File: src/core/ccirq_pkg.sv
package ccirq_pkg;

  // Register byte offsets
  localparam logic [7:0] OFF_UNMASK_SET = 8'h00;
  localparam logic [7:0] OFF_MASK_SET = 8'h04;
  localparam logic [7:0] OFF_UNMASK_STATE = 8'h08;
  localparam logic [7:0] OFF_PREV_DIM = 8'h0c;
  localparam logic [7:0] OFF_DOWNSCALE = 8'h10;
  localparam logic [7:0] OFF_DESC_PTR = 8'h14;
  localparam logic [7:0] OFF_CODEC_BASE = 8'h18;
  localparam logic [7:0] OFF_COEFFS_A = 8'h1c;
  localparam logic [7:0] OFF_EVT_STATUS = 8'h20;

  // Event bit layout, shared by status, mask, enable and disable
  localparam int N_EVT = 10;
  localparam logic [N_EVT-1:0] EVT_VALID = 10'h3f7;

  // Reset values
  localparam logic [31:0] RST_ZERO = 32'h0000_0000;
  localparam logic [7:0] RST_DOWNSCALE = 8'h10;
  localparam logic [31:0] RST_COEFFS_A = 32'h6832_cc95;

  // Field positions and widths
  localparam int SIZE_W = 10;
  localparam int HEIGHT_LSB = 0;
  localparam int WIDTH_LSB = 16;
  localparam int DEC_W = 8;
  localparam int ALIGN_BITS = 2;

  // Limits
  localparam logic [SIZE_W:0] RGB_MAX_HEIGHT = 11'h1e0;
  localparam logic [SIZE_W:0] RGB_MAX_WIDTH = 11'h280;
  localparam logic [DEC_W-1:0] DEC_MIN = 8'h10;

  // Bit 0 is frame_start, bit 9 frame_skip_overrun
  typedef struct packed {
    logic frame_skip_overrun;
    logic codec_queue_drained;
    logic preview_queue_drained;
    logic preview_queue_overflow;
    logic codec_queue_overflow;
    logic crc_sync_error;
    logic spare;
    logic sw_reset_done_event;
    logic interface_off_event;
    logic frame_start;
  } ccirq_evt_t;

  typedef struct packed {
    logic [SIZE_W:0] width;
    logic [SIZE_W:0] height;
    logic [DEC_W-1:0] downscale_factor;
    logic no_decimation;
  } ccirq_prev_cfg_t;

  typedef struct packed {
    logic [7:0] conv_coeff_three;
    logic [7:0] conv_coeff_two;
    logic [7:0] conv_coeff_one;
    logic [7:0] conv_coeff_zero;
  } ccirq_coeffs_t;

endpackage

File: src/core/ccirq_regs.sv
`timescale 1ns/10ps
// Behaviour
// - Writing one to an enable bit unmasks that event; bits 0-2, 4-9.
// - Writing one to a disable bit masks that event, same bit layout.
// - Mask readback shows one per unmasked event, the net of enables and disables.
// - Soft-reset-done mask polarity conflicts in print; here it matches all others.
// - Preview height is field 9:0 plus one, capped at 480 for RGB.
// - Preview width is field 25:16 plus one, capped at 640 for RGB.
// - Eight-bit decimation factor; 16 or below means no decimation.
// - Descriptor write sets queue start; read returns buffer now in use.
// - Descriptor address is forced word aligned, low two bits ignored.
// - Codec base register holds a full 32-bit buffer start address.
// - Coefficient register holds four unsigned 8-bit coefficients, step 1/128.
// - Each maskable event has a status flag at the same bit position.
module ccirq_regs #(
  parameter int ADDR_W = 8
) (
  // Clock, reset, enable
  input wire logic pclk,
  input wire logic presetn,
  input wire logic pce,
  // APB slave
  input wire logic psel,
  input wire logic penable,
  input wire logic pwrite,
  input wire logic [ADDR_W-1:0] paddr,
  input wire logic [31:0] pwdata,
  output logic [31:0] prdata,
  output logic pready,
  output logic pslverr,
  // Datapath side
  input wire ccirq_pkg::ccirq_evt_t evt,
  input wire logic rgb_mode,
  input wire logic desc_cur_upd,
  input wire logic [31:0] desc_cur_addr,
  // Configuration out
  output ccirq_pkg::ccirq_prev_cfg_t prev_cfg,
  output logic [31:0] prev_desc_start,
  output logic [31:0] codec_base,
  output ccirq_pkg::ccirq_coeffs_t coeffs,
  // Interrupt
  output logic irq
);

  if (ADDR_W < 6 || ADDR_W > 32) begin : g_chk
    $error("ccirq_regs: ADDR_W must be 6 to 32");
  end

  localparam int N = ccirq_pkg::N_EVT;

  logic [N-1:0] mask_reg;
  logic [N-1:0] status_reg;
  logic [31:0] dim_reg;
  logic [7:0] dec_reg;
  logic [31:0] desc_cur_reg;
  logic [31:0] desc_start_reg;
  logic [31:0] codec_reg;
  logic [31:0] coeff_reg;
  logic pready_reg;
  logic pslverr_reg;
  logic [31:0] prdata_reg;
  logic irq_reg;
  ccirq_pkg::ccirq_prev_cfg_t cfg_reg;
  ccirq_pkg::ccirq_prev_cfg_t cfg_next;

  logic acc;
  logic ack;
  logic wr_ack;
  logic [7:0] addr;
  logic [N-1:0] wbits;
  logic [N-1:0] evt_bits;
  logic [31:0] rdata_next;
  logic decode_ok;

  assign addr = 8'(paddr);
  assign acc = psel && penable;
  // Writes land at the edge where the master samples pready high
  assign ack = acc && pready_reg;
  assign wr_ack = ack && pwrite;
  assign wbits = pwdata[N-1:0] & ccirq_pkg::EVT_VALID;
  assign evt_bits = N'(evt) & ccirq_pkg::EVT_VALID;

  // Read mux and address decode
  always_comb begin
    rdata_next = ccirq_pkg::RST_ZERO;
    decode_ok = 1'b1;
    case (addr)
      ccirq_pkg::OFF_UNMASK_SET: rdata_next = ccirq_pkg::RST_ZERO;
      ccirq_pkg::OFF_MASK_SET: rdata_next = ccirq_pkg::RST_ZERO;
      ccirq_pkg::OFF_UNMASK_STATE: rdata_next = 32'(mask_reg);
      ccirq_pkg::OFF_PREV_DIM: rdata_next = dim_reg;
      ccirq_pkg::OFF_DOWNSCALE: rdata_next = 32'(dec_reg);
      ccirq_pkg::OFF_DESC_PTR: rdata_next = desc_cur_reg;
      ccirq_pkg::OFF_CODEC_BASE: rdata_next = codec_reg;
      ccirq_pkg::OFF_COEFFS_A: rdata_next = coeff_reg;
      ccirq_pkg::OFF_EVT_STATUS: rdata_next = 32'(status_reg);
      default: decode_ok = 1'b0;
    endcase
  end

  // APB handshake: one wait state, data and error latched with pready
  always_ff @(posedge pclk or negedge presetn) begin
    if (!presetn) begin
      pready_reg <= 1'b0;
      pslverr_reg <= 1'b0;
      prdata_reg <= ccirq_pkg::RST_ZERO;
    end else if (pce) begin
      if (acc && !pready_reg) begin
        pready_reg <= 1'b1;
        pslverr_reg <= !decode_ok;
        prdata_reg <= pwrite ? ccirq_pkg::RST_ZERO : rdata_next;
      end else begin
        pready_reg <= 1'b0;
        pslverr_reg <= 1'b0;
      end
    end
  end

  // Enable and disable writes; zero bits leave the mask alone.
  // The soft-reset-done bit uses the same set-means-unmasked sense.
  always_ff @(posedge pclk or negedge presetn) begin
    if (!presetn) begin
      mask_reg <= N'(ccirq_pkg::RST_ZERO);
    end else if (pce && wr_ack) begin
      if (addr == ccirq_pkg::OFF_UNMASK_SET) begin
        mask_reg <= mask_reg | wbits;
      end else if (addr == ccirq_pkg::OFF_MASK_SET) begin
        mask_reg <= mask_reg & ~wbits;
      end
    end
  end

  // Sticky event flags, write one to clear; a new event beats the clear
  for (genvar i = 0; i < N; i++) begin : g_status
    always_ff @(posedge pclk or negedge presetn) begin
      if (!presetn) begin
        status_reg[i] <= 1'b0;
      end else if (pce) begin
        if (evt_bits[i]) begin
          status_reg[i] <= 1'b1;
        end else if (wr_ack && addr == ccirq_pkg::OFF_EVT_STATUS && wbits[i]) begin
          status_reg[i] <= 1'b0;
        end
      end
    end
  end

  always_ff @(posedge pclk or negedge presetn) begin
    if (!presetn) begin
      irq_reg <= 1'b0;
    end else if (pce) begin
      irq_reg <= |(status_reg & mask_reg);
    end
  end

  // Plain storage registers
  always_ff @(posedge pclk or negedge presetn) begin
    if (!presetn) begin
      dim_reg <= ccirq_pkg::RST_ZERO;
      dec_reg <= ccirq_pkg::RST_DOWNSCALE;
      codec_reg <= ccirq_pkg::RST_ZERO;
      coeff_reg <= ccirq_pkg::RST_COEFFS_A;
    end else if (pce && wr_ack) begin
      case (addr)
        ccirq_pkg::OFF_PREV_DIM: begin
          dim_reg <= ccirq_pkg::RST_ZERO;
          dim_reg[ccirq_pkg::HEIGHT_LSB +: ccirq_pkg::SIZE_W] <=
            pwdata[ccirq_pkg::HEIGHT_LSB +: ccirq_pkg::SIZE_W];
          dim_reg[ccirq_pkg::WIDTH_LSB +: ccirq_pkg::SIZE_W] <=
            pwdata[ccirq_pkg::WIDTH_LSB +: ccirq_pkg::SIZE_W];
        end
        ccirq_pkg::OFF_DOWNSCALE: dec_reg <= pwdata[ccirq_pkg::DEC_W-1:0];
        ccirq_pkg::OFF_CODEC_BASE: codec_reg <= pwdata;
        ccirq_pkg::OFF_COEFFS_A: coeff_reg <= pwdata;
        default: begin
        end
      endcase
    end
  end

  // Descriptor: software sets the queue start, the datapath moves the
  // current pointer. A software write wins over a same-cycle update.
  always_ff @(posedge pclk or negedge presetn) begin
    if (!presetn) begin
      desc_start_reg <= ccirq_pkg::RST_ZERO;
      desc_cur_reg <= ccirq_pkg::RST_ZERO;
    end else if (pce) begin
      if (wr_ack && addr == ccirq_pkg::OFF_DESC_PTR) begin
        desc_start_reg <= {pwdata[31:ccirq_pkg::ALIGN_BITS],
                           ccirq_pkg::ALIGN_BITS'(0)};
        desc_cur_reg <= {pwdata[31:ccirq_pkg::ALIGN_BITS],
                         ccirq_pkg::ALIGN_BITS'(0)};
      end else if (desc_cur_upd) begin
        desc_cur_reg <= {desc_cur_addr[31:ccirq_pkg::ALIGN_BITS],
                         ccirq_pkg::ALIGN_BITS'(0)};
      end
    end
  end

  // Preview geometry; caps apply only while the datapath runs RGB
  always_comb begin
    cfg_next.height = (ccirq_pkg::SIZE_W + 1)'(dim_reg[ccirq_pkg::HEIGHT_LSB +:
                       ccirq_pkg::SIZE_W]) + 11'h001;
    cfg_next.width = (ccirq_pkg::SIZE_W + 1)'(dim_reg[ccirq_pkg::WIDTH_LSB +:
                      ccirq_pkg::SIZE_W]) + 11'h001;
    if (rgb_mode && cfg_next.height > ccirq_pkg::RGB_MAX_HEIGHT) begin
      cfg_next.height = ccirq_pkg::RGB_MAX_HEIGHT;
    end
    if (rgb_mode && cfg_next.width > ccirq_pkg::RGB_MAX_WIDTH) begin
      cfg_next.width = ccirq_pkg::RGB_MAX_WIDTH;
    end
    cfg_next.downscale_factor = dec_reg;
    cfg_next.no_decimation = (dec_reg <= ccirq_pkg::DEC_MIN);
  end

  always_ff @(posedge pclk or negedge presetn) begin
    if (!presetn) begin
      cfg_reg <= '0;
    end else if (pce) begin
      cfg_reg <= cfg_next;
    end
  end

  assign prdata = prdata_reg;
  assign pready = pready_reg;
  assign pslverr = pslverr_reg;
  assign irq = irq_reg;
  assign prev_cfg = cfg_reg;
  assign prev_desc_start = desc_start_reg;
  assign codec_base = codec_reg;
  assign coeffs = coeff_reg;

  property p_unmask;
    @(posedge pclk) disable iff (!presetn)
    (pce && wr_ack && addr == ccirq_pkg::OFF_UNMASK_SET) |=>
      ((mask_reg & $past(wbits)) == $past(wbits)) &&
      ((mask_reg & ~$past(wbits)) == ($past(mask_reg) & ~$past(wbits)));
  endproperty
  a_unmask: assert property (p_unmask) else $error("enable write failed");

  property p_mask;
    @(posedge pclk) disable iff (!presetn)
    (pce && wr_ack && addr == ccirq_pkg::OFF_MASK_SET) |=>
      ((mask_reg & $past(wbits)) == '0) &&
      ((mask_reg & ~$past(wbits)) == ($past(mask_reg) & ~$past(wbits)));
  endproperty
  a_mask: assert property (p_mask) else $error("disable write failed");

  property p_mask_read;
    @(posedge pclk) disable iff (!presetn)
    (pce && acc && !pready_reg && !pwrite && addr == ccirq_pkg::OFF_UNMASK_STATE) |=>
      pready && prdata == 32'($past(mask_reg));
  endproperty
  a_mask_read: assert property (p_mask_read) else $error("mask readback wrong");

  // A clear may remove the flag in the same edge, so irq follows the old product
  property p_irq;
    @(posedge pclk) disable iff (!presetn)
    pce |=> irq == $past(|(status_reg & mask_reg));
  endproperty
  a_irq: assert property (p_irq) else $error("interrupt not raised");

  property p_evt_set;
    @(posedge pclk) disable iff (!presetn)
    (pce && evt_bits != '0) |=> ((status_reg & $past(evt_bits)) == $past(evt_bits));
  endproperty
  a_evt_set: assert property (p_evt_set) else $error("event flag lost");

  property p_rgb_cap;
    @(posedge pclk) disable iff (!presetn)
    (pce && rgb_mode) |=> prev_cfg.height <= ccirq_pkg::RGB_MAX_HEIGHT &&
      prev_cfg.width <= ccirq_pkg::RGB_MAX_WIDTH &&
      prev_cfg.height != '0;
  endproperty
  a_rgb_cap: assert property (p_rgb_cap) else $error("preview size over cap");

  property p_no_dec;
    @(posedge pclk) disable iff (!presetn)
    pce |=> prev_cfg.no_decimation == ($past(dec_reg) <= ccirq_pkg::DEC_MIN);
  endproperty
  a_no_dec: assert property (p_no_dec) else $error("decimation flag wrong");

  property p_align;
    @(posedge pclk) disable iff (!presetn)
    desc_cur_reg[ccirq_pkg::ALIGN_BITS-1:0] == '0 &&
      prev_desc_start[ccirq_pkg::ALIGN_BITS-1:0] == '0;
  endproperty
  a_align: assert property (p_align) else $error("descriptor not aligned");

  property p_codec;
    @(posedge pclk) disable iff (!presetn)
    (pce && wr_ack && addr == ccirq_pkg::OFF_CODEC_BASE) |=> codec_base == $past(pwdata);
  endproperty
  a_codec: assert property (p_codec) else $error("codec base not stored");

  property p_status_clr;
    @(posedge pclk) disable iff (!presetn)
    (pce && wr_ack && addr == ccirq_pkg::OFF_EVT_STATUS) |=>
      (status_reg & $past(wbits & ~evt_bits)) == '0;
  endproperty
  a_status_clr: assert property (p_status_clr) else $error("status clear failed");

  property p_stat_read;
    @(posedge pclk) disable iff (!presetn)
    (pce && acc && !pready_reg && !pwrite && addr == ccirq_pkg::OFF_EVT_STATUS) |=>
      prdata == 32'($past(status_reg));
  endproperty
  a_stat_read: assert property (p_stat_read) else $error("status readback wrong");

  property p_desc_wr;
    @(posedge pclk) disable iff (!presetn)
    (pce && wr_ack && addr == ccirq_pkg::OFF_DESC_PTR) |=>
      prev_desc_start[31:ccirq_pkg::ALIGN_BITS] == $past(pwdata[31:ccirq_pkg::ALIGN_BITS]) &&
      desc_cur_reg == prev_desc_start;
  endproperty
  a_desc_wr: assert property (p_desc_wr) else $error("descriptor write lost");

  property p_desc_upd;
    @(posedge pclk) disable iff (!presetn)
    (pce && desc_cur_upd && !(wr_ack && addr == ccirq_pkg::OFF_DESC_PTR)) |=>
      desc_cur_reg[31:ccirq_pkg::ALIGN_BITS] ==
        $past(desc_cur_addr[31:ccirq_pkg::ALIGN_BITS]);
  endproperty
  a_desc_upd: assert property (p_desc_upd) else $error("current pointer not moved");

  property p_coeff;
    @(posedge pclk) disable iff (!presetn)
    (pce && wr_ack && addr == ccirq_pkg::OFF_COEFFS_A) |=> coeffs == $past(pwdata);
  endproperty
  a_coeff: assert property (p_coeff) else $error("coefficients not stored");

  property p_geom;
    @(posedge pclk) disable iff (!presetn)
    (pce && !rgb_mode) |=>
      prev_cfg.height ==
        {1'b0, $past(dim_reg[ccirq_pkg::HEIGHT_LSB +: ccirq_pkg::SIZE_W])} + 11'h001 &&
      prev_cfg.width ==
        {1'b0, $past(dim_reg[ccirq_pkg::WIDTH_LSB +: ccirq_pkg::SIZE_W])} + 11'h001;
  endproperty
  a_geom: assert property (p_geom) else $error("preview size wrong");

  // Clock enable low must hold every flag, pointer and bus answer
  property p_freeze;
    @(posedge pclk) disable iff (!presetn)
    !pce |=> $stable(mask_reg) && $stable(status_reg) && $stable(irq) &&
      $stable(prev_cfg) && $stable(desc_cur_reg) && $stable(pready);
  endproperty
  a_freeze: assert property (p_freeze) else $error("state moved while frozen");

endmodule

File: config.mk
export PLATFORM = sky130hd
export DESIGN_NAME = ccirq_regs
export DESIGN_NICKNAME = d
export VERILOG_FILES = /design/src/core/ccirq_pkg.sv /design/src/core/ccirq_regs.sv
export SDC_FILE = /design/constraint.sdc
export NUM_CORES = 1
export LEC_CHECK = 0
export BUFFER_PORTS_ARGS = -buffer_cell sky130_fd_sc_hd__clkbuf_2
export CAP_MARGIN = 20
export CORE_MARGIN = 3
export CORE_UTILIZATION = 54
export DETAILED_ROUTE_END_ITERATION = 16
export GPL_TIMING_DRIVEN = 0
export PLACE_DENSITY = 0.8
export SLEW_MARGIN = 15
export SYNTH_ARGS = -nofsm -noshare
export SYNTH_HDL_FRONTEND = slang
export SYNTH_SLANG_ARGS = --single-unit
File: constraint.sdc
create_clock -name pclk -period 2.3 [get_ports pclk]
set_input_delay 0.23 -clock pclk [delete_from_list [all_inputs] [get_ports pclk]]
set_output_delay 0.23 -clock pclk [all_outputs]
set_load 0.005 [all_outputs]
# Yosys cells after proc, flatten, opt, wreduce, memory -nomap -nowiden
# Cells that the tools add are included.
[word_totals] regBits=239 input_bits=90 elab_cells=121
[classes] addsub=2 order_cmp=3 n_eq_ne=8 muxes=29 bitwise_logic=4 n_reduce_logical=51
[ops] cell="32-bit case mux with 7 select lines" n=1
[ops] cell="32-bit two-way mux" n=3
[ops] cell="2-bit AND reduction" n=17
[ops] cell="8-bit by 5-bit equality test with 1-bit output, second input constant" n=4
[ops] cell="10-bit by 1-bit adder with 11-bit output, second input constant" n=2
[ops] cell="11-bit two-way mux" n=2
[ops] cell="2-bit nonzero test" n=11
[ops] cell="1-bit two-way mux" n=21
[ops] cell="10-bit AND" n=2
[ops] cell="10-bit two-way mux" n=2
[ops] cell="1-bit logical AND" n=18
[ops] cell="8-bit by 4-bit equality test with 1-bit output, second input constant" n=2
[ops] cell="11-bit by 10-bit greater-than comparator with 1-bit output, second input constant" n=1
[ops] cell="11-bit by 9-bit greater-than comparator with 1-bit output, second input constant" n=1
[ops] cell="10-bit inverter" n=1
[ops] cell="10-bit OR" n=1
[ops] cell="10-bit OR reduction" n=1
[ops] cell="9-bit OR reduction" n=1
[ops] cell="8-bit by 3-bit equality test with 1-bit output, second input constant" n=1
[ops] cell="8-bit by 6-bit equality test with 1-bit output, second input constant" n=1
[ops] cell="8-bit by 5-bit less-or-equal comparator with 1-bit output, second input constant" n=1
[ops] cell="8-bit zero test" n=1
[ops] cell="1-bit zero test" n=2

# Depth between registers and ports, before layout
[depth] depth_word=7 ltp_mapped=8 depth_no_buf=6

# Worst setup path before layout
# OpenSTA, ideal clock, no wires.
[synth_timing] path_type="register to register" start="register dim_reg[0]" end="register cfg_reg (netlist bit prev_cfg[11])" arrival_time_ns=1.851 required_time_ns=2.210 setup_slack_ns=0.359 path_stages_with_launch=6 n_path_buf=0 path_cell_list="dfrtp_1 nand3_2 or4_4 mux2_4 a211o_4 o31ai_4"
[synth_via] elab_chain_len=4
[synth_rtl] element="start: declaration" line_no="ccirq_regs.sv:53" text="logic [31:0] dim_reg;"
[synth_rtl] element="start signal: assignment" line_no="ccirq_regs.sv:159" text="dim_reg <= ccirq_pkg::RST_ZERO;"
[synth_rtl] element="start signal: assignment" line_no="ccirq_regs.sv:166" text="dim_reg <= ccirq_pkg::RST_ZERO;"
[synth_rtl] element="start signal: indexed assignment" line_no="ccirq_regs.sv:167" text="dim_reg[ccirq_pkg::HEIGHT_LSB +: ccirq_pkg::SIZE_W] <="
[synth_rtl] element="10-bit by 1-bit adder with 11-bit output (*)" line_no="ccirq_regs.sv:203" text="ccirq_pkg::SIZE_W]) + 11'h001;"
[synth_rtl] element="11-bit by 9-bit greater-than comparator with 1-bit output" line_no="ccirq_regs.sv:206" text="if (rgb_mode && cfg_next.height > ccirq_pkg::RGB_MAX_HEIGHT) begin"
[synth_rtl] element="1-bit logical AND" line_no="ccirq_regs.sv:206"
[synth_rtl] element="11-bit two-way mux (*)" line_no="ccirq_regs.sv:206"
[synth_rtl] element="end signal: assignment" line_no="ccirq_regs.sv:220" text="cfg_reg <= cfg_next;"
[synth_rtl] element="end: declaration" line_no="ccirq_regs.sv:63" text="ccirq_pkg::ccirq_prev_cfg_t cfg_reg;"
# Mark *: on every way between the ends. The rest lies on a longest branch, timed or not.
# A chain may end at the register's enable or synchronous reset.

# Worst setup path in the final report
[layout_timing] start="register dim_reg[16]" end="register cfg_reg (netlist bit prev_cfg[24])"
[layout_via] elab_chain_len=4
[layout_rtl] element="10-bit by 1-bit adder with 11-bit output (*)" line_no="ccirq_regs.sv:205" text="ccirq_pkg::SIZE_W]) + 11'h001;"
[layout_rtl] element="11-bit by 10-bit greater-than comparator with 1-bit output" line_no="ccirq_regs.sv:209" text="if (rgb_mode && cfg_next.width > ccirq_pkg::RGB_MAX_WIDTH) begin"
[layout_rtl] element="1-bit logical AND" line_no="ccirq_regs.sv:209"
[layout_rtl] element="11-bit two-way mux (*)" line_no="ccirq_regs.sv:209"
# Marks and branches as above.

==> reports/metrics.yaml <==
clock_tree:
  cts_tree: "done"
  clk-insertion-delay-late_ns: 0.53
  clk_path_buf_depth: 3
  clock-root-buffer: "clkbuf_16"
  clock_sinks: 236
  cts_buffers: 25
  clk_pin_slew_ns: 0.06
  htree_levels: 1
  cts_setup_buffers: 0
final_layout:
  layout.nets: 1319
  multi_input_area_mm2: 0.00473
  area_delta_synth_final_pct: 25.4
  diodes: 0
  final_core_util_pct: 69.9
  drive_above_1_share_pct: 41.0
  fill_cells: 1458
  seqCellArea_mm2: 0.00593
routing:
  drt_wl_total_um: 34100
  via_per_inst: 6.03
  ant_nets: 0
  first_pass_iters: 7
  drtIter0Drc: 718
  drc: 0
  dr_total_vias: 9108
  wl_per_cell_um: 22.6
floorplanning:
  chipHeight_um: 149
  die_area_mm2: 0.0221
  core_mm2: 0.0197
  num_rows: 51
  die_w_um: 149
  start_util_pct: 55.7
  io_pins: 252
timing:
  drv_slew: 0
  finalSetupTns_ns: 0
  rsz0062_at_grt: "no"
  setup_violations: 0
  hold_viol: 0
  timing.hold.ws_ns: 0.0202
  worst_slew_pin_slew_ns: 0.839
  relSlewSlack_pct: 44.1
  fin_skew_ns: 0.0131
  finalCritPeriodShare_pct: 94.9
  fmax_mhz: 458
  period_minus_slack_ns: 2.18
critical_path:
  crit_required_ns: 2.67
  path_buf_inv: 0
  cp_top_family: "compound AO/OA/AOI/OAI gates"
  max_stage_delay_ns: 0.51
  end_kind: "flip-flop"
  slowest_stage: "dfrtp_1"
  path_max_fanout: 8
  crit_path_cell_trace: "ha_1, o2111ai_1, a311o_1, a21oi_2, a221oi_1"
  critPathLaunchType: "flip-flop"
  crit_type: "flip-flop to flip-flop"
  cp.arrival_ns: 2.55
synth:
  synth_seq_cells: 236
  ys_async_sr_fraction_pct: 100
  synth-edff-count: 0
  seq_area_frac_synth_pct: 53.9
  netlist_area_mm2: 0.0110
  synth_warnings: 0
  yosysUniqueCellTypes: 81
  syn_avg_cell_area_um2: 11.9
  ys.flop_type: "dfrtp_1"
  yosys-top-cells-area: "dfrtp_1, mux2_2, dfstp_2, nand2_1, a2bb2oi_1"
  synth_cells: 926
  yosysMostFrequentCell: "dfrtp_1"
  yosys-top-cells-count: "dfrtp_1, mux2_2, nand2_1"
  synth.top_cell.area_share_pct: 50.3
  synth_largest_area_cell: "dfrtp_1"
power:
  leakage_uw: 0.00672
  vdd.ir_drop.worst_uv: 633
  pwr_density_cell_mw_per_mm2: 669
flow_run:
  cap_violations: 0
place:
  place_congestion: 0.939
  dpl.hpwl_um: 24600
  io_buffer_count: 245
grt:
  grt_pass1_vias: 9055
  antenna_found_initial: 0
  grt_pass1_wl_um: 52600
  grt_max_degree: 98
  grt_use_total_pct: 30.4
  globalRouteOverflowTotal: 0
min_path:
  hp-class: "input port to flip-flop"
outcome:
  status: "finished, final reports clean"
==> cells in the final DEF, fill, tap and decap left out, types with 23 or more instances in the layout <==
cell type	n
clkbuf_1	31
buf_2	23
a2bb2oi_1	32
dlygate4sd3_1	27
dfrtp_1	220
clkbuf_2	246
clkbuf_16	25
o21ai_0	48
nor2_1	29
mux2_2	150
nand2_1	101
==> layer usage <==
layer,wire [um],up-vias,track usage (%)
met4,967,0,8.36
met1,13900,4558,42.2
li1,-,4016,-
met3,3240,68,6.73
met2,16000,466,48.7
met5,0,-,0
==> what timing repair did <==
| item | in CTS | in global routing |
|---|---|---|
| gates resized for setup | 2 | 2 |
| hold endpoints to repair | 97 | 0 |
| endpoints found under the setup margin | 2 | 11 |
| hold buffers | 27 | 0 |
==> power by group <==
part | switching, uW | leakage (uW) | internal, uW
combinational | 365 | 0.00326 | 259
clock | 1680 | 0.000438 | 2600
sequential | 65.1 | 0.00302 | 4250
total | 2110 | 0.00672 | 7110
==> tightest hold or removal path: stages <==
cell       delay (ns)
clkbuf_2         0.08
o21ai_0          0.07
a2bb2oi_1        0.12
==> worst paths after layout <==
path                       slack, ns  cells after the start               to             start
max                             0.12                      5     prev_cfg[24]       dim_reg[16]
min                             0.02                      3  desc_cur_reg[4]  desc_cur_addr[4]
max reg2reg                     0.12                      5     prev_cfg[24]       dim_reg[16]
min reg2reg                     0.49                      2        prdata[3]         prdata[3]
max in group asynchronous       1.25                      3       coeffs[14]           presetn
min in group asynchronous       0.23                      2     prev_cfg[12]           presetn
==> area by class of cell <==
type / instances / area share, %
Sequential cell: 236 / 43.0
Clock buffer: 31 / 5.07
Inverter: 15 / 0.409
Tap cell: 265 / 2.41
Multi-Input combinational cell: 611 / 34.4
Buffer: 63 / 2.08
Clock inverter: 15 / 1.34
Timing Repair Buffer: 274 / 11.3
==> stage by stage <==
step	cells	total power [uW]	worst slack, ns	area (um2)
after floorplan	927	4620	0.359	11000
after CTS	1512	9270	0.0244	13800
after detailed placement	1439	4970	-0.575	12600
final	1510	9220	0.117	13800
after global routing	1510	9520	0.0183	13800
after global placement	1437	4950	-3.74	12600
==> cells by family after synthesis <==
| logic type | synth area share [%] |
|---|---|
| adder cells (fa/ha/maj) | 0.342 |
| multiplexers | 17.7 |
| buffers and inverters | 3.18 |
| AO/OA/AOI/OAI | 14.1 |
| AND/OR/NAND/NOR | 9.35 |
| flip-flops | 53.9 |
| XOR/XNOR | 1.35 |
| other | 0.0341 |
(Power assumes the default switching activity.)
